File: config.mk
export PLATFORM = sky130hd
export DESIGN_NAME = ubg_uart_baud_irq
export DESIGN_NICKNAME = d
export VERILOG_FILES = /design/src/hw/ubg_pkg.sv /design/src/hw/ubg_uart_baud_irq.sv
export SDC_FILE = /design/constraint.sdc
export NUM_CORES = 1
export LEC_CHECK = 0
export ABC_AREA = 1
export BUFFER_PORTS_ARGS = -buffer_cell sky130_fd_sc_hd__buf_2
export CORE_MARGIN = 10
export CORE_UTILIZATION = 45
export CTS_BUF_LIST = sky130_fd_sc_hd__clkbuf_8
export CTS_CLUSTER_SIZE = 40
export DETAILED_ROUTE_END_ITERATION = 7
export HOLD_SLACK_MARGIN = 0.12
export PLACE_DENSITY = 0.65
export SLEW_MARGIN = 40
export SYNTH_ARGS = -nofsm -noshare
export SYNTH_HDL_FRONTEND = slang
export SYNTH_SLANG_ARGS = --single-unit
File: constraint.sdc
create_clock -name clk_sys_in -period 4 [get_ports clk_sys_in]
set_clock_uncertainty 0.15 [all_clocks]
set_input_delay 0.4 -clock clk_sys_in [delete_from_list [all_inputs] [get_ports clk_sys_in]]
set_output_delay 0.4 -clock clk_sys_in [all_outputs]
set_load 0.01 [all_outputs]
File: src/hw/ubg_pkg.sv
// Constants and carrier types for the serial port enable/baud/scratch block.
// Assumes a single 250 MHz system clock and a plain strobe register port.
package ubg_pkg;

  localparam int ADDR_W = 8;
  localparam int DATA_W = 32;

  // Register byte offsets
  localparam logic [ADDR_W-1:0] OFF_IRQ_ENABLE  = 8'h00;
  localparam logic [ADDR_W-1:0] OFF_DIV_LOW     = 8'h04;
  localparam logic [ADDR_W-1:0] OFF_DIV_HIGH    = 8'h08;
  localparam logic [ADDR_W-1:0] OFF_SCRATCH     = 8'h0C;
  localparam logic [ADDR_W-1:0] OFF_SPEED_CFG   = 8'h10;
  localparam logic [ADDR_W-1:0] OFF_PREDIV_CFG  = 8'h14;
  localparam logic [ADDR_W-1:0] OFF_MODEM_CTRL  = 8'h18;
  localparam logic [ADDR_W-1:0] OFF_EVT_STATUS  = 8'h1C;
  localparam logic [ADDR_W-1:0] OFF_EVT_MASK    = 8'h20;
  localparam logic [ADDR_W-1:0] OFF_GEN_STATE   = 8'h24;

  // Values after reset
  localparam logic [3:0] RST_IRQ_ENABLE = 4'h0;
  localparam logic [7:0] RST_DIV_LOW    = 8'h01;
  localparam logic [7:0] RST_DIV_HIGH   = 8'h00;
  localparam logic [7:0] RST_SCRATCH    = 8'h00;
  localparam logic [7:0] RST_SPEED_CFG  = 8'h00;
  localparam logic [1:0] RST_PREDIV_CFG = 2'h0;
  localparam logic [7:0] RST_MODEM_CTRL = 8'h00;
  localparam logic [1:0] RST_EVT        = 2'h0;
  localparam logic [3:0]  RST_PRE_ACC   = 4'h0;
  localparam logic [15:0] RST_DIV_CNT   = 16'h0000;
  localparam logic [3:0]  RST_OS_CNT    = 4'h0;

  // Field positions
  localparam int SPEED_HS_HI_BIT = 7;
  localparam int SPEED_HS_LO_BIT = 6;
  localparam int MODEM_IRQ_OE_BIT = 3;
  localparam int EVT_PORT_IRQ_BIT = 0;
  localparam int EVT_RELOAD_BIT   = 1;
  localparam int GEN_HS_BIT       = 16;

  localparam logic [1:0] SPEED_HS_CODE = 2'b11;

  // Pre-divider selections: ratio = modulus / step
  localparam logic [1:0] PREDIV_SEL_13    = 2'h0;
  localparam logic [1:0] PREDIV_SEL_1P625 = 2'h1;
  localparam logic [3:0] PREDIV_13_STEP    = 4'h1;
  localparam logic [3:0] PREDIV_13_MOD     = 4'hD;
  localparam logic [3:0] PREDIV_1P625_STEP = 4'h8;
  localparam logic [3:0] PREDIV_1P625_MOD  = 4'hD;
  localparam logic [3:0] PREDIV_1_STEP     = 4'h1;
  localparam logic [3:0] PREDIV_1_MOD      = 4'h1;

  // Sixteen sampling ticks per bit
  localparam logic [3:0] OVERSAMPLE_LAST = 4'hF;

  // Interrupt sources, in enable-register bit order
  typedef struct packed {
    logic handshake;
    logic line_status;
    logic tx_empty;
    logic rx_ready;
  } ubg_irq_src_t;

endpackage

File: src/hw/ubg_uart_baud_irq.sv
// Serial port interrupt enables, baud generator, scratch and modem control bit.
// Assumes a 250 MHz clk_sys_in, a 24 MHz reference on a pin, and interrupt
// source levels from neighbouring logic on the same clock.
//
// What this block does
// - Enable register reads zero in bits 7 to 4.
// - Enable bit 3 passes the handshake status change interrupt.
// - Enable bit 2 passes the receive line status interrupt.
// - Enable bit 1 passes the transmit buffer empty interrupt.
// - Enable bit 0 passes the receive data ready interrupt.
// - All four enables clear means no interrupt; enables act independently.
// - Two readable 8-bit registers hold the baud divisor.
// - Normal speed pre-divides 24 MHz to about 1.8461 MHz, then by divisor.
// - Divisor accepts any value from one to 65535.
// - Generator output is sixteen times bit rate, shared by transmit and receive.
// - High-speed mode skips the pre-divider, same divisor.
// - High-speed mode chosen by bits 7 and 6 of the speed configuration.
// - High-speed with divisor one gives 1.5 Mbit/s.
// - Configuration picks pre-divide ratio 13, 1.625 or 1.0.
// - Scratch register stores and returns the last written byte.
// - Port interrupt reaches host only while modem control bit 3 is set.
`timescale 1ns/1ps

module ubg_uart_baud_irq
  import ubg_pkg::*;
(
  input  logic              clk_sys_in,
  input  logic              nrst_in,
  input  logic [ADDR_W-1:0] bus_addr_in,
  input  logic [DATA_W-1:0] bus_wdata_in,
  input  logic              bus_wr_in,
  input  logic              bus_rd_in,
  output logic [DATA_W-1:0] bus_rdata_out,
  input  logic              ref_clk_in,
  input  ubg_irq_src_t      irq_src_in,
  output logic              port_irq_out,
  output logic              baud16_tick_out,
  output logic              bit_tick_out,
  output logic              irq_out
);

  function automatic logic [DATA_W-1:0] zext8(input logic [7:0] v);
    return {24'h00_0000, v};
  endfunction

  // One compare per register keeps read and write decode from drifting apart
  function automatic logic addr_hit(input logic [ADDR_W-1:0] a,
                                    input logic [ADDR_W-1:0] off);
    return (a == off);
  endfunction

  // Reset release
  logic rst_q1;
  logic rst_n;

  always_ff @(posedge clk_sys_in or negedge nrst_in) begin
    if (!nrst_in) begin
      rst_q1 <= 1'b0;
    end else begin
      rst_q1 <= 1'b1;
    end
  end

  // Second stage only reads the first, so release is clean to the clock
  always_ff @(posedge clk_sys_in or negedge nrst_in) begin
    if (!nrst_in) begin
      rst_n <= 1'b0;
    end else begin
      rst_n <= rst_q1;
    end
  end

  // Registers
  logic [3:0]  irq_enable;
  logic [7:0]  divisor_low;
  logic [7:0]  divisor_high;
  logic [7:0]  scratch_reg;
  logic [7:0]  speed_config_reg;
  logic [1:0]  predivider_config_reg;
  logic [7:0]  modem_control_reg;
  logic [1:0]  evt_status;
  logic [1:0]  evt_mask;

  // Register selects
  wire sel_ier    = addr_hit(bus_addr_in, OFF_IRQ_ENABLE);
  wire sel_dlo    = addr_hit(bus_addr_in, OFF_DIV_LOW);
  wire sel_dhi    = addr_hit(bus_addr_in, OFF_DIV_HIGH);
  wire sel_scr    = addr_hit(bus_addr_in, OFF_SCRATCH);
  wire sel_speed  = addr_hit(bus_addr_in, OFF_SPEED_CFG);
  wire sel_prediv = addr_hit(bus_addr_in, OFF_PREDIV_CFG);
  wire sel_modem  = addr_hit(bus_addr_in, OFF_MODEM_CTRL);
  wire sel_status = addr_hit(bus_addr_in, OFF_EVT_STATUS);
  wire sel_mask   = addr_hit(bus_addr_in, OFF_EVT_MASK);
  wire sel_gen    = addr_hit(bus_addr_in, OFF_GEN_STATE);

  // Write decode
  wire wr_ier    = bus_wr_in && sel_ier;
  wire wr_dlo    = bus_wr_in && sel_dlo;
  wire wr_dhi    = bus_wr_in && sel_dhi;
  wire wr_scr    = bus_wr_in && sel_scr;
  wire wr_speed  = bus_wr_in && sel_speed;
  wire wr_prediv = bus_wr_in && sel_prediv;
  wire wr_modem  = bus_wr_in && sel_modem;
  wire wr_status = bus_wr_in && sel_status;
  wire wr_mask   = bus_wr_in && sel_mask;

  // Next register values: hold unless written; upper enable bits not stored
  wire [3:0] next_irq_enable   = wr_ier ? bus_wdata_in[3:0] : irq_enable;
  wire [7:0] next_divisor_low  = wr_dlo ? bus_wdata_in[7:0] : divisor_low;
  wire [7:0] next_divisor_high = wr_dhi ? bus_wdata_in[7:0] : divisor_high;
  wire [7:0] next_scratch      = wr_scr ? bus_wdata_in[7:0] : scratch_reg;
  wire [7:0] next_speed_cfg    = wr_speed ? bus_wdata_in[7:0] : speed_config_reg;
  wire [1:0] next_prediv_cfg   = wr_prediv ? bus_wdata_in[1:0] : predivider_config_reg;
  wire [7:0] next_modem_ctrl   = wr_modem ? bus_wdata_in[7:0] : modem_control_reg;
  wire [1:0] next_evt_mask     = wr_mask ? bus_wdata_in[1:0] : evt_mask;

  always_ff @(posedge clk_sys_in or negedge rst_n) begin
    if (!rst_n) begin
      irq_enable <= RST_IRQ_ENABLE;
    end else begin
      irq_enable <= next_irq_enable;
    end
  end

  always_ff @(posedge clk_sys_in or negedge rst_n) begin
    if (!rst_n) begin
      divisor_low <= RST_DIV_LOW;
    end else begin
      divisor_low <= next_divisor_low;
    end
  end

  always_ff @(posedge clk_sys_in or negedge rst_n) begin
    if (!rst_n) begin
      divisor_high <= RST_DIV_HIGH;
    end else begin
      divisor_high <= next_divisor_high;
    end
  end

  always_ff @(posedge clk_sys_in or negedge rst_n) begin
    if (!rst_n) begin
      scratch_reg <= RST_SCRATCH;
    end else begin
      scratch_reg <= next_scratch;
    end
  end

  always_ff @(posedge clk_sys_in or negedge rst_n) begin
    if (!rst_n) begin
      speed_config_reg <= RST_SPEED_CFG;
    end else begin
      speed_config_reg <= next_speed_cfg;
    end
  end

  always_ff @(posedge clk_sys_in or negedge rst_n) begin
    if (!rst_n) begin
      predivider_config_reg <= RST_PREDIV_CFG;
    end else begin
      predivider_config_reg <= next_prediv_cfg;
    end
  end

  always_ff @(posedge clk_sys_in or negedge rst_n) begin
    if (!rst_n) begin
      modem_control_reg <= RST_MODEM_CTRL;
    end else begin
      modem_control_reg <= next_modem_ctrl;
    end
  end

  always_ff @(posedge clk_sys_in or negedge rst_n) begin
    if (!rst_n) begin
      evt_mask <= RST_EVT;
    end else begin
      evt_mask <= next_evt_mask;
    end
  end

  // Reference clock pin: three stages, a change counts once stages two
  // and three agree, so a single metastable sample cannot fake an edge.
  logic ref_s1;
  logic ref_s2;
  logic ref_s3;
  logic ref_level;

  wire ref_agree = (ref_s2 == ref_s3);
  wire ref_rise  = ref_agree && ref_s3 && !ref_level;

  always_ff @(posedge clk_sys_in or negedge rst_n) begin
    if (!rst_n) begin
      ref_s1    <= 1'b0;
      ref_s2    <= 1'b0;
      ref_s3    <= 1'b0;
      ref_level <= 1'b0;
    end else begin
      ref_s1 <= ref_clk_in;
      ref_s2 <= ref_s1;
      ref_s3 <= ref_s2;
      if (ref_agree) begin
        ref_level <= ref_s3;
      end
    end
  end

  // Pre-divider: fractional accumulator, ratio modulus/step.
  // The 1.625 ratio yields ticks spaced 1 or 2 reference periods; the mean
  // rate is exact, at the cost of a little jitter on the 16x clock.
  wire high_speed = ({speed_config_reg[SPEED_HS_HI_BIT],
                      speed_config_reg[SPEED_HS_LO_BIT]} == SPEED_HS_CODE);

  wire sel_13    = (predivider_config_reg == PREDIV_SEL_13);
  wire sel_1p625 = (predivider_config_reg == PREDIV_SEL_1P625);

  // High speed bypasses the selected ratio entirely
  wire [3:0] pre_step = high_speed ? PREDIV_1_STEP :
                        sel_13     ? PREDIV_13_STEP :
                        sel_1p625  ? PREDIV_1P625_STEP :
                                     PREDIV_1_STEP;
  wire [3:0] pre_mod  = high_speed ? PREDIV_1_MOD :
                        sel_13     ? PREDIV_13_MOD :
                        sel_1p625  ? PREDIV_1P625_MOD :
                                     PREDIV_1_MOD;

  logic [3:0] pre_acc;

  wire [4:0] pre_sum  = {1'b0, pre_acc} + {1'b0, pre_step};
  wire       pre_wrap = (pre_sum >= {1'b0, pre_mod});
  wire       pre_tick = ref_rise && pre_wrap;
  wire [4:0] pre_left = pre_sum - {1'b0, pre_mod};

  always_ff @(posedge clk_sys_in or negedge rst_n) begin
    if (!rst_n) begin
      pre_acc <= RST_PRE_ACC;
    end else if (ref_rise) begin
      pre_acc <= pre_wrap ? pre_left[3:0] : pre_sum[3:0];
    end
  end

  // Divisor counter: counts pre-divided ticks down and reloads from the
  // programmed bytes only at wrap, so a half-written divisor never
  // shortens the period in flight. Zero halts the generator.
  wire [15:0] divisor_prog = {divisor_high, divisor_low};

  logic [15:0] div_cnt;
  logic [15:0] div_active;
  logic        next_baud16;
  logic        reload_changed;

  wire div_expire = pre_tick && (div_cnt == 16'h0001);
  wire div_reload = pre_tick && (div_cnt <= 16'h0001);

  always_ff @(posedge clk_sys_in or negedge rst_n) begin
    if (!rst_n) begin
      div_cnt    <= RST_DIV_CNT;
      div_active <= RST_DIV_CNT;
    end else if (div_reload) begin
      div_cnt    <= divisor_prog;
      div_active <= divisor_prog;
    end else if (pre_tick) begin
      div_cnt <= div_cnt - 16'h0001;
    end
  end

  // One tick per divisor periods; divisor one at 24 MHz gives 1.5 Mbit/s
  assign next_baud16    = div_expire;
  assign reload_changed = div_reload && (divisor_prog != div_active);

  // Bit-rate enable from sixteen sampling ticks
  logic [3:0] os_cnt;

  // The bit counter is free running: framing logic aligns to start bits itself
  wire next_bit_tick = next_baud16 && (os_cnt == OVERSAMPLE_LAST);

  always_ff @(posedge clk_sys_in or negedge rst_n) begin
    if (!rst_n) begin
      os_cnt <= RST_OS_CNT;
    end else if (next_baud16) begin
      os_cnt <= os_cnt + 4'h1;
    end
  end

  always_ff @(posedge clk_sys_in or negedge rst_n) begin
    if (!rst_n) begin
      baud16_tick_out <= 1'b0;
      bit_tick_out    <= 1'b0;
    end else begin
      baud16_tick_out <= next_baud16;
      bit_tick_out    <= next_bit_tick;
    end
  end

  // Port interrupt gating
  wire [3:0] src_vec = irq_src_in;
  wire [3:0] src_on  = src_vec & irq_enable;
  wire       any_src = |src_on;
  wire       next_port_irq = any_src && modem_control_reg[MODEM_IRQ_OE_BIT];

  always_ff @(posedge clk_sys_in or negedge rst_n) begin
    if (!rst_n) begin
      port_irq_out <= 1'b0;
    end else begin
      port_irq_out <= next_port_irq;
    end
  end

  // Block events: port interrupt rising, divisor change applied at reload.
  // Set beats a same-cycle write-one clear so no event is dropped.
  wire [1:0] evt_set;
  wire [1:0] evt_clr = wr_status ? bus_wdata_in[1:0] : 2'b00;

  assign evt_set[EVT_PORT_IRQ_BIT] = next_port_irq && !port_irq_out;
  assign evt_set[EVT_RELOAD_BIT]   = reload_changed;

  wire [1:0] next_evt_status = (evt_status & ~evt_clr) | evt_set;

  wire next_irq = |(next_evt_status & evt_mask);

  always_ff @(posedge clk_sys_in or negedge rst_n) begin
    if (!rst_n) begin
      evt_status <= RST_EVT;
    end else begin
      evt_status <= next_evt_status;
    end
  end

  always_ff @(posedge clk_sys_in or negedge rst_n) begin
    if (!rst_n) begin
      irq_out <= 1'b0;
    end else begin
      irq_out <= next_irq;
    end
  end

  // Generator state: active divisor and speed mode
  wire [DATA_W-1:0] gen_state;

  assign gen_state = {15'h0000, high_speed, div_active};

  // Read values per register, zero-extended to the bus width
  wire [DATA_W-1:0] rd_ier    = zext8({4'h0, irq_enable});
  wire [DATA_W-1:0] rd_dlo    = zext8(divisor_low);
  wire [DATA_W-1:0] rd_dhi    = zext8(divisor_high);
  wire [DATA_W-1:0] rd_scr    = zext8(scratch_reg);
  wire [DATA_W-1:0] rd_speed  = zext8(speed_config_reg);
  wire [DATA_W-1:0] rd_prediv = zext8({6'h00, predivider_config_reg});
  wire [DATA_W-1:0] rd_modem  = zext8(modem_control_reg);
  wire [DATA_W-1:0] rd_status = zext8({6'h00, evt_status});
  wire [DATA_W-1:0] rd_mask   = zext8({6'h00, evt_mask});

  // Unmapped addresses read as zero rather than aliasing a register
  wire [DATA_W-1:0] rd_mux =
    sel_ier    ? rd_ier :
    sel_dlo    ? rd_dlo :
    sel_dhi    ? rd_dhi :
    sel_scr    ? rd_scr :
    sel_speed  ? rd_speed :
    sel_prediv ? rd_prediv :
    sel_modem  ? rd_modem :
    sel_status ? rd_status :
    sel_mask   ? rd_mask :
    sel_gen    ? gen_state :
                 32'h0000_0000;

  // Read data stands only in the cycle after the strobe; zero otherwise,
  // so a late sample by the host cannot pick up a stale value.
  wire [DATA_W-1:0] next_rdata = bus_rd_in ? rd_mux : 32'h0000_0000;

  always_ff @(posedge clk_sys_in or negedge rst_n) begin
    if (!rst_n) begin
      bus_rdata_out <= 32'h0000_0000;
    end else begin
      bus_rdata_out <= next_rdata;
    end
  end

endmodule

# Word-level counts from Yosys, hierarchy flattened
# Index checks and enable logic that the tools add are counted.
# classes
shift,0
mul,0
mux,21
bitwise,5
magnitude_cmp,2
div_mod_pow,0
n_eq_ne,15
addsub,4
reduce_logical,25
# ops
cell,count
32-bit two-way mux,9
17-bit two-way mux,2
"8-bit by 5-bit equality test with 1-bit output, second input constant",4
16-bit two-way mux,2
4-bit two-way mux,7
1-bit logical AND,18
"16-bit by 1-bit equality test with 1-bit output, second input constant",1
"8-bit by 4-bit equality test with 1-bit output, second input constant",2
"8-bit by 6-bit equality test with 1-bit output, second input constant",2
"16-bit by 1-bit <= comparator with 1-bit output, second input constant",1
16-bit inequality test,1
"16-bit by 1-bit subtractor with 16-bit output, second input constant",1
"8-bit by 3-bit equality test with 1-bit output, second input constant",1
8-bit zero test,1
4-bit by 4-bit adder with 5-bit output,1
5-bit by 4-bit >= comparator with 1-bit output,1
"4-bit by 1-bit adder with 4-bit output, second input constant",1
2-bit AND,2
4-bit AND,1
"4-bit equality test, second input constant",1
4-bit OR reduction,1
4-bit subtractor,1
"2-bit by 1-bit equality test with 1-bit output, second input constant",1
"2-bit equality test, second input constant",1
other kinds (8),9
# totals
n_memories,0
mem_bits_rw,0
latch_bits,0
out_inout_bits,36
register_bits,132
rom_bits,0
input_bits,49
wordCells,96

# Depth between registers and ports, before layout
# Gate-level depths: netlist of run 1.
# logic_depth
word_depth,12
mapped_depth,18
mapped_depth_nobuf,18

# Least setup slack after synthesis of run 1
# No wires, ideal clock.
# synth_timing
kind,reg2reg
startpoint,register speed_config_reg[6]
endpoint,register div_cnt[3]
stages_incl_launch_ff,19
n_path_buf,1
arrival_time_ns,2.381
period_less_slack_ns,2.596
path_slack_ns,1.404
t_required_ns,3.785
setup_ns,0.065
cell_sequence,dfrtp_1 nand2_1 nand3_1 ha_1 ha_1 xor2_1 ha_1 o21ai_2 nand2_2 a21oi_4 nand2_4 nand2_4 inv_4 nand2_8 buf_6 nand2_2 o21ai_2 nand2_1 nand2_1
# synth_between
elab_chain_len,7
elab_cells_between_ends,9
cone_classes,1 x add/sub; 1 x order compare; 1 x eq/ne; 3 x mux; 3 x reduce/logical
# synth_rtl
element,line,source
from (decl),ubg_uart_baud_irq.sv:78,logic [7:0] speed_config_reg;
from (signal assigned),ubg_uart_baud_irq.sv:153,speed_config_reg <= next_speed_cfg;
2-bit equality test (*),ubg_uart_baud_irq.sv:211,speed_config_reg[SPEED_HS_LO_BIT]} == SPEED_HS_CODE);
4-bit two-way mux,ubg_uart_baud_irq.sv:217,wire [3:0] pre_step = high_speed ? PREDIV_1_STEP :
4-bit by 4-bit adder with 5-bit output,ubg_uart_baud_irq.sv:228,"wire [4:0] pre_sum = {1'b0, pre_acc} + {1'b0, pre_step};"
5-bit by 4-bit >= comparator with 1-bit output (*),ubg_uart_baud_irq.sv:229,"wire pre_wrap = (pre_sum >= {1'b0, pre_mod});"
1-bit logical AND (*),ubg_uart_baud_irq.sv:230,wire pre_tick = ref_rise && pre_wrap;
1-bit logical AND,ubg_uart_baud_irq.sv:252,wire div_reload = pre_tick && (div_cnt <= 16'h0001);
16-bit two-way mux / 2-bit nonzero test (equally long branches),n/a,
to (signal assigned),ubg_uart_baud_irq.sv:259,div_cnt <= divisor_prog;
to (signal assigned),ubg_uart_baud_irq.sv:262,div_cnt <= div_cnt - 16'h0001;
to (decl),ubg_uart_baud_irq.sv:246,logic [15:0] div_cnt;
# Every way passes the cells marked *; elsewhere a longest branch is shown, timed or not.
# A chain may end at the register's enable or synchronous reset.

# Worst setup path after layout of run 1
# layout_timing
startpoint,register speed_config_reg[6]
endpoint,register div_cnt[11]
# Same word-level chain as after synthesis.

==> results.sh, run 1 <==
export IMPL_status="completed"
export IMPL_drc=0
export IMPL_ys_dominant_reg_cell="dfrtp_1"
export IMPL_drv_slew=0
export IMPL_portBuffers=45
export IMPL_synth_area_leaders="dfrtp_1, nand2_1, o21ai_0, inv_1, xnor2_1"
export IMPL_synth_cell_types=45
export IMPL_ant_nets=0
export IMPL_period_share_pct=86.3
export IMPL_final_util_pct=52.1
export IMPL_cts_tree="yes"
export IMPL_initial_core_util_pct=45.8
export IMPL_hpwl_um=10400
export IMPL_synth_edf_count=0
export IMPL_synth_warnings=0
export IMPL_synth_cells=714
export IMPL_cp_arrival_ps=3640
export IMPL_synth_top_cell_by_area="dfrtp_1"
export IMPL_clock_sinks=117
export IMPL_final_hold_viol_count=0
export IMPL_p_per_area_nw_per_um2=548
export IMPL_max_freq_mhz=290
export IMPL_setup_viol=0
export IMPL_synth_area_um2=6060
export IMPL_async_flop_share_pct=100
export IMPL_yosys_cell_count_top_type="nand2_1"
export IMPL_top_regs="bus_rdata_out (17), div_active (16), div_cnt (16)"
export IMPL_crit_type="register to register"
export IMPL_nets=829
export IMPL_cts_made_buffers=17
export IMPL_grt_remaining_overflow=0
export IMPL_grt_pass1_vias=4769
export IMPL_fp_coreArea_um2=13200
export IMPL_end_kind="register"
export IMPL_tightestPinTransition_ps=767
export IMPL_regToRegStartpoint="speed_config_reg[6]$_DFFE_PN0P_"
export IMPL_yosysTopAreaCellShare_pct=47.9
export IMPL_multiInputGateArea_um2=2700
export IMPL_crit_required_ps=4190
export IMPL_slew_headroom_pct=48.7
export IMPL_finalCriticalPeriod_ps=3450
export IMPL_grt_use_total_pct=15.9
export IMPL_cts_buffer_depth=2
export IMPL_syn_area_per_cell_um2=8.49
export IMPL_io_pins=85
export IMPL_ctsResizeCount=0
export IMPL_fillCellCount=1258
export IMPL_avgViaCountPerCell=5.06
export IMPL_drtIter0Drc=392
export IMPL_clock_latency_ps=440
export IMPL_antenna_found_initial=0
export IMPL_yosysSeqAreaShare_pct=48.3
export IMPL_drt_wl_total_um=13900
export IMPL_die_area_um2=18500
export IMPL_clkTransAtPathRegs_ps=70
export IMPL_r2r_cells=18
export IMPL_seq_area_um2=2930
export IMPL_grt_pass1_wl_um=23500
export IMPL_yosys_top_cells_count="nand2_1, dfrtp_1, o21ai_0, inv_1, nor2_1"
export IMPL_maxCapViolCount=0
export IMPL_irDropWorstVdd_v=0.000376
export IMPL_syn_to_final_growth_pct=13.8
export IMPL_ys_ff_latch=117
export IMPL_clock_tree_root_cell="clkbuf_8"
export IMPL_wl_per_cell_um=14.5
export IMPL_drive_gt1_share_pct=17.8
export IMPL_hold_class="register to async pin"
export IMPL_cts_max_level=4
export IMPL_p_leak_uw=0.00340
export IMPL_fin_setup_tns_ps=0
export IMPL_die_w_um=136
export IMPL_r2r_end="div_cnt[11]$_DFFE_PN0P_"
export IMPL_die_h_um=136
export IMPL_first_pass_iters=5
export IMPL_rows=42
export IMPL_critPathLaunch="speed_config_reg[6]$_DFFE_PN0P_"
export IMPL_vias=4838
export IMPL_rsz0062_at_grt="no"
export IMPL_globalplace_congestion=0.852
export IMPL_grt_max_degree=64
export IMPL_diodes=0
export IMPL_crit_fanout=63
export IMPL_r2r_slack_ps=550
export IMPL_start_kind="register"
export IMPL_largest_register="bus_rdata_out"
export IMPL_largest_reg_flops=17
-- worst max path at each step --
stage / end / slack, ps
after floorplan: baud16_tick_out$_DFF_PN0_ / 350
after global placement: div_cnt[11]$_DFFE_PN0P_ / 640
final: div_cnt[11]$_DFFE_PN0P_ / 550
after CTS: div_cnt[11]$_DFFE_PN0P_ / 540
after global routing: div_cnt[11]$_DFFE_PN0P_ / 200
after detailed placement: irq_out$_DFF_PN0_ / 550
-- worst max-delay path: stages (launching register included) --
cell	delay, ps
dfrtp_1	390
nand2_1	120
nand3_1	130
ha_1	230
ha_1	220
xor2_1	170
ha_1	350
o21ai_2	80
nand2_2	100
a21oi_4	160
nand2_4	100
nand2_4	230
inv_4	160
nand2_8	350
inv_1	110
nand2_1	100
nand2_1	60
nand2_1	50
nand2_1	40
-- layout by cell type (no fill, tap or decap), types with 5 or more instances in the layout --
cell type | Yosys | layout
nor3b_1 | 5 | 5
nand4_1 | 9 | 9
ha_1 | 11 | 11
nand2_1 | 197 | 197
nor2_2 | 5 | 5
xnor2_1 | 20 | 20
nor3_1 | 10 | 10
nand2_2 | 20 | 20
nor2_1 | 34 | 34
dlygate4sd3_1 | 0 | 6
o21ai_2 | 16 | 16
o21ai_0 | 69 | 69
xor2_1 | 13 | 13
o21ai_1 | 12 | 12
dfrtp_1 | 116 | 115
inv_1 | 66 | 67
bufinv_16 | 0 | 5
clkbuf_8 | 0 | 21
conb_1 | 2 | 16
nand3_1 | 23 | 23
a21oi_1 | 22 | 22
buf_2 | 10 | 45
-- power breakdown --
part	internal (uW)	leakage [uW]	switching [uW]
Clock	800	0.000243	464
Combinational	439	0.00158	617
Sequential	1310	0.00157	156
Total	2550	0.00340	1240
-- per-layer routing --
metal | vias up | routed length (um) | global-route usage (%)
met2 | 111 | 6680 | 25.0
met3 | 13 | 873 | 5.57
li1 | 2378 | - | -
met1 | 2336 | 6170 | 20.2
met4 | 0 | 147 | 4.44
met5 | - | 0 | 0
-- area by class of cell --
class                      count  share of cell area, %
sequential                   117                   42.5
multi-input combinational    509                   39.1
timing repair buffer          54                   4.64
clock buffer                  21                   4.19
inverter                      70                   3.84
tap                          176                   3.19
clock inverter                10                   2.57
-- stage by stage --
stage | worst slack [ps] | area [um2] | total power, uW | instances | hold slack, ps
finish | 548 | 6900 | 3780 | 957 | 145
global route | 203 | 6900 | 4030 | 957 | 140
CTS | 536 | 6900 | 3820 | 957 | 124
detailed placement | 547 | 6370 | 2530 | 920 | 35.7
global placement | 640 | 6350 | 2490 | 919 | 33.7
floorplan | 351 | 6120 | 2340 | 728 | -45.6
-- cells by family after synthesis --
family	Yosys count	share of synthesized area, %
simple gates	319	24.0
compound gates	129	12.2
flops	117	48.3
buf+inv	102	8.11
xor+xnor	33	4.77
fa+ha+maj	11	2.27
other cells	2	0.124
mux	1	0.186
-- what timing repair did --
action                    4_1_cts  5_1_grt
hold buffers                    6        0
hold endpoints to repair        8        0
setup buffers                   0        0
No activity file was read; power rests on OpenSTA's default activity.
==> run 2, diff against run 1 <==
--- a/config.mk
+++ b/config.mk
@@ -6,14 +6,14 @@
 export NUM_CORES = 1
 export LEC_CHECK = 0
 export ABC_AREA = 1
-export BUFFER_PORTS_ARGS = -buffer_cell sky130_fd_sc_hd__buf_2
+export CORE_ASPECT_RATIO = 1.25
 export CORE_MARGIN = 10
 export CORE_UTILIZATION = 45
 export CTS_BUF_LIST = sky130_fd_sc_hd__clkbuf_8
 export CTS_CLUSTER_SIZE = 40
 export DETAILED_ROUTE_END_ITERATION = 7
+export DONT_BUFFER_PORTS = 1
 export HOLD_SLACK_MARGIN = 0.12
-export PLACE_DENSITY = 0.65
 export SLEW_MARGIN = 40
 export SYNTH_ARGS = -nofsm -noshare
 export SYNTH_HDL_FRONTEND = slang
==> results.sh, run 2 (same netlist as run 1, synthesis figures left out) <==
export IMPL_finalInstanceArea_um2=6740
export IMPL_clock_tree_root_cell="clkbuf_8"
export IMPL_grt_pass1_vias=4755
export IMPL_setup_viol=0
export IMPL_max_freq_mhz=286
export IMPL_slew_headroom_pct=65.3
export IMPL_top_regs="bus_rdata_out (17), div_active (16), div_cnt (16)"
export IMPL_dpl_cell_area_um2=6140
export IMPL_p_leak_uw=0.00322
export IMPL_grt_busiest_layer="met2"
export IMPL_max_stage_delay_ps=380
export IMPL_crit_family="simple AND/OR/NAND/NOR gates"
export IMPL_drive_gt1_share_pct=12.9
export IMPL_avgViaCountPerCell=5.17
export IMPL_globalplace_congestion=0.888
export IMPL_regToRegStartpoint="predivider_config_reg[1]$_DFFE_PN0P_"
export IMPL_drv_slew=0
export IMPL_switching_share_pct=33.6
export IMPL_cts_buffer_depth=2
export IMPL_antenna_found_initial=0
export IMPL_die_w_um=124
export IMPL_final_hold_viol_count=0
export IMPL_nets=792
export IMPL_largest_register="bus_rdata_out"
export IMPL_clock_sinks=117
export IMPL_period_share_pct=87.5
export IMPL_die_area_um2=18500
export IMPL_crit_fanout=63
export IMPL_critPathBufInv=3
export IMPL_cts_made_buffers=17
export IMPL_end_kind="register"
export IMPL_initial_core_util_pct=45.8
export IMPL_r2r_end="irq_out$_DFF_PN0_"
export IMPL_intPower_uw=2500
export IMPL_rsz0062_at_grt="no"
export IMPL_use_met3_pct=4.41
export IMPL_clock_latency_ps=450
export IMPL_portBuffers=0
export IMPL_hpwl_um=10500
export IMPL_drtIter0Drc=361
export IMPL_r2r_cells=18
export IMPL_grt_max_degree=64
export IMPL_diodes=0
export IMPL_drt_wl_total_um=14500
export IMPL_grt_pass1_wl_um=23700
export IMPL_r2r_slack_ps=500
export IMPL_wl_per_cell_um=15.9
export IMPL_clock_power_share_pct=33.0
export IMPL_maxCapViolCount=0
export IMPL_cts_max_level=4
export IMPL_syn_to_final_growth_pct=11.1
export IMPL_power_frac_comb_pct=28.1
export IMPL_fin_setup_tns_ps=0
export IMPL_crit_type="register to register"
export IMPL_ctsResizeCount=0
export IMPL_largest_reg_flops=17
export IMPL_p_per_area_nw_per_um2=558
export IMPL_crit_required_ps=4190
export IMPL_final_cell_mix="nand2_1, dfrtp_1, o21ai_0"
export IMPL_rows=47
export IMPL_ant_nets=0
export IMPL_first_pass_iters=5
export IMPL_hold_class="register to async pin"
export IMPL_start_kind="register"
export IMPL_power_switching_uw=1260
export IMPL_grt_use_met2_pct=26.6
export IMPL_vias=4736
export IMPL_cts_tree="yes"
export IMPL_tightestPinTransition_ps=520
export IMPL_final_common_cell="nand2_1"
export IMPL_grt_remaining_overflow=0
export IMPL_fp_coreArea_um2=13200
export IMPL_io_pins=85
export IMPL_pwr_share_seq_pct=38.8
export IMPL_clkTransAtPathRegs_ps=80
export IMPL_path_cells="inv_1 -> nand3_1 -> ha_1 -> ha_1 -> xor2_1 -> ha_1 -> o21ai_2 -> nand2_2 -> a21oi_4 -> nand2_4 -> nand2_4 -> inv_4 -> nand2_8 -> inv_1 -> nand2_1 -> nand2_1 -> nand2_1 -> nand2_1"
export IMPL_drc=0
export IMPL_finalCriticalPeriod_ps=3500
export IMPL_cts_setup_buffers=0
export IMPL_irDropWorstVdd_v=0.000276
export IMPL_grt_use_total_pct=16.5
export IMPL_cp_arrival_ps=3690
export IMPL_slowest_stage="dfrtp_1"
export IMPL_cp_common_cell="nand2_1"
export IMPL_die_h_um=150
export IMPL_use_met1_pct=20.2
export IMPL_status="completed"
[run 2: cell type report]
cell class / instances / area [um2]
Sequential cell: 117 / 2930
Clock buffer: 22 / 303
Multi-Input combinational cell: 509 / 2700
Clock inverter: 10 / 151
Fill cell: 1278 / 6490
Inverter: 70 / 265
Timing Repair Buffer: 17 / 175
Tap cell: 171 / 214
[run 2: per-layer routing]
layer / wire length, um / vias to the layer above
met5: 0 / -
met4: 365 / 0
met3: 548 / 30
met2: 7330 / 106
met1: 6290 / 2295
li1: - / 2305
[run 2: power by group through the flow]
stage / registers (uW) / clock network [uW] / logic [uW]
floorplan: 1450 / 0 / 891
detailed placement: 1480 / 0 / 1040
CTS: 1460 / 1270 / 1060
global placement: 1490 / 0 / 991
global route: 1480 / 1320 / 1190
finish: 1460 / 1240 / 1060
[run 2: repair_timing]
item | 4_1_cts | 5_1_grt
endpoints found under the setup margin | 0 | 0
hold buffers | 14 | 0
endpoints found under the hold margin | 49 | 0
[run 2: worst max path at each step]
stage                                      endpoint  cells after the start                            startpoint  slack [ps]
after floorplan           baud16_tick_out$_DFF_PN0_                      0                       rst_n$_DFF_PN0_         350
after global routing              irq_out$_DFF_PN0_                     18  predivider_config_reg[1]$_DFFE_PN0P_         220
after CTS                         irq_out$_DFF_PN0_                     18  predivider_config_reg[1]$_DFFE_PN0P_         510
final                             irq_out$_DFF_PN0_                     18  predivider_config_reg[1]$_DFFE_PN0P_         500
after global placement            irq_out$_DFF_PN0_                     18  predivider_config_reg[1]$_DFFE_PN0P_         610
after detailed placement          irq_out$_DFF_PN0_                     18  predivider_config_reg[1]$_DFFE_PN0P_         540
[run 2: through the flow]
stage | total power [uW] | setup slack [ps] | std cells | hold WS [ps] | util (%)
CTS | 3790 | 512 | 916 | 127 | 50.9
global placement | 2480 | 608 | 869 | -45.5 | 46.3
finish | 3760 | 498 | 916 | 134 | 50.9
floorplan | 2340 | 351 | 728 | -45.6 | -
detailed placement | 2520 | 538 | 870 | -45.5 | 46.4
global route | 3990 | 218 | 916 | 170 | 50.9
==> run 3, diff against run 2 <==
--- a/config.mk
+++ b/config.mk
@@ -6,14 +6,17 @@
 export NUM_CORES = 1
 export LEC_CHECK = 0
 export ABC_AREA = 1
+export CELL_PAD_IN_SITES_DETAIL_PLACEMENT = 2
+export CELL_PAD_IN_SITES_GLOBAL_PLACEMENT = 2
 export CORE_ASPECT_RATIO = 1.25
 export CORE_MARGIN = 10
-export CORE_UTILIZATION = 45
+export CORE_UTILIZATION = 40
 export CTS_BUF_LIST = sky130_fd_sc_hd__clkbuf_8
 export CTS_CLUSTER_SIZE = 40
 export DETAILED_ROUTE_END_ITERATION = 7
 export DONT_BUFFER_PORTS = 1
 export HOLD_SLACK_MARGIN = 0.12
+export PLACE_DENSITY_LB_ADDON = 0.1
 export SLEW_MARGIN = 40
 export SYNTH_ARGS = -nofsm -noshare
 export SYNTH_HDL_FRONTEND = slang
==> results.sh, run 3 (same netlist as run 1, synthesis figures left out) <==
export IMPL_drtIter0Drc=242
export IMPL_tightestPinTransition_ps=582
export IMPL_initial_core_util_pct=40.6
export IMPL_cts_buffer_depth=2
export IMPL_use_met1_pct=21.9
export IMPL_crit_required_ps=4250
export IMPL_grt_use_total_pct=19.1
export IMPL_io_pins=85
export IMPL_die_area_um2=20500
export IMPL_final_hold_viol_count=0
export IMPL_hpwl_um=13400
export IMPL_drive_gt1_share_pct=13.2
export IMPL_grt_pass1_vias=5567
export IMPL_wl_per_cell_um=20.5
export IMPL_irDropWorstVdd_v=0.000172
export IMPL_antenna_found_initial=0
export IMPL_max_freq_mhz=277
export IMPL_final_cell_mix="nand2_1, dfrtp_1, o21ai_0"
export IMPL_clock_latency_ps=460
export IMPL_p_per_area_nw_per_um2=557
export IMPL_clock_sinks=117
export IMPL_cp_arrival_ps=3850
export IMPL_crit_type="register to register"
export IMPL_drc=0
export IMPL_ant_nets=0
export IMPL_cts_made_buffers=17
export IMPL_diodes=0
export IMPL_end_kind="register"
export IMPL_place_ws_ps=371
export IMPL_first_pass_iters=4
export IMPL_avgViaCountPerCell=5.32
export IMPL_largest_register="bus_rdata_out"
export IMPL_fp_coreArea_um2=15000
export IMPL_clkTransAtPathRegs_ps=80
export IMPL_grt_pass1_wl_um=30400
export IMPL_status="completed"
export IMPL_drt_wl_total_um=19100
export IMPL_globalplace_congestion=0.830
export IMPL_cts_tree="yes"
export IMPL_grt_remaining_overflow=0
export IMPL_grt_max_degree=64
export IMPL_rsz0062_at_grt="no"
export IMPL_final_common_cell="nand2_1"
export IMPL_use_met3_pct=3.55
export IMPL_grt_use_met2_pct=34.5
export IMPL_die_h_um=158
export IMPL_start_kind="register"
export IMPL_top_regs="bus_rdata_out (17), div_active (16), div_cnt (16)"
export IMPL_hold_class="input port to register"
export IMPL_nets=795
export IMPL_period_share_pct=90.1
export IMPL_portBuffers=0
export IMPL_clock_tree_root_cell="clkbuf_8"
export IMPL_rows=50
export IMPL_finalCriticalPeriod_ps=3600
export IMPL_cts_max_level=4
export IMPL_die_w_um=130
export IMPL_r2r_slack_ps=400
export IMPL_slew_headroom_pct=61.1
export IMPL_drv_slew=0
export IMPL_maxCapViolCount=0
export IMPL_setup_viol=0
export IMPL_largest_reg_flops=17
export IMPL_vias=4946
export IMPL_grt_busiest_layer="met2"
export IMPL_crit_fanout=21
export IMPL_worst_slack_ps=395
export IMPL_fin_setup_tns_ps=0
export IMPL_p_leak_uw=0.00322
export IMPL_syn_to_final_growth_pct=11.4
## run 3: cell count changes in the layout (fill, tap and decap cells not counted), sizes merged
cell         before  now
bufinv            4    2
nand2           221  222
clkinv            4    5
clkbuf           22   18
inv              71   76
dlygate4sd3      14   15
buf               3    4
## run 3: area by class of cell
| type | count | area, um2 |
|---|---|---|
| clock buffer | 18 | 248 |
| clock inverter | 14 | 166 |
| fill | 1687 | 8200 |
| inverter | 70 | 265 |
| multi-input combinational | 510 | 2710 |
| sequential | 117 | 2930 |
| tap | 182 | 228 |
| timing repair buffer | 19 | 205 |
## run 3: stage by stage
step	instance area, um2	util (%)	power [uW]	instances	hold slack [ps]
after floorplan	6120	-	2340	728	-45.6
after global placement	6160	41.2	2500	881	-45.5
after detailed placement	6160	41.2	2600	881	-45.5
after CTS	6710	44.9	3790	927	123
after global routing	6750	45.2	4010	930	121
final	6750	45.2	3760	930	132
## run 3: critical path: stages, from the launching register on
cell     delay [ps]
dfrtp_1         400
nand2_1         140
nand3_1         150
ha_1            230
ha_1            230
xor2_1          290
ha_1            340
nand3_1         100
nand2_1          90
a21oi_4         160
nand2_4         100
nand2_4         240
inv_4           180
nand2_8         230
buf_4           250
nand2_2          70
o21ai_2          60
nand2_1          60
nand2_1          60
## run 3: timing repair
item,CTS,global route
buffers inserted,0,0
setup endpoints to repair,0,2
hold buffers,14,1
endpoints found under the hold margin,38,10
gates resized for setup,0,0
## run 3: routing by layer
metal	vias up	wire length, um	part of all wire, %
met4	0	410	2.2
li1	2310	-	-
met3	31	456	2.4
met1	2533	7760	41
met2	72	10400	55
met5	-	0	0
## run 3: final timing paths
path | from | end | depth (start not counted)
max in group asynchronous | rst_n$_DFF_PN0_ | div_cnt[11]$_DFFE_PN0P_ | 1
worst max register to register | speed_config_reg[6]$_DFFE_PN0P_ | div_cnt[5]$_DFFE_PN0P_ | 18
worst min-delay path | bus_wdata_in[2] | scratch_reg[2]$_DFFE_PN0P_ | 2
worst min register to register | rst_n$_DFF_PN0_ | div_cnt[7]$_DFFE_PN0P_ | 1
min in group asynchronous | rst_n$_DFF_PN0_ | div_cnt[7]$_DFFE_PN0P_ | 1
worst max-delay path | speed_config_reg[6]$_DFFE_PN0P_ | div_cnt[5]$_DFFE_PN0P_ | 18
## run 3: power by group
| part | total, uW | internal (uW) | switching (uW) |
|---|---|---|---|
| combinational | 1140 | 442 | 696 |
| sequential | 1460 | 1300 | 161 |
| clock | 1160 | 588 | 570 |
| total | 3760 | 2330 | 1430 |
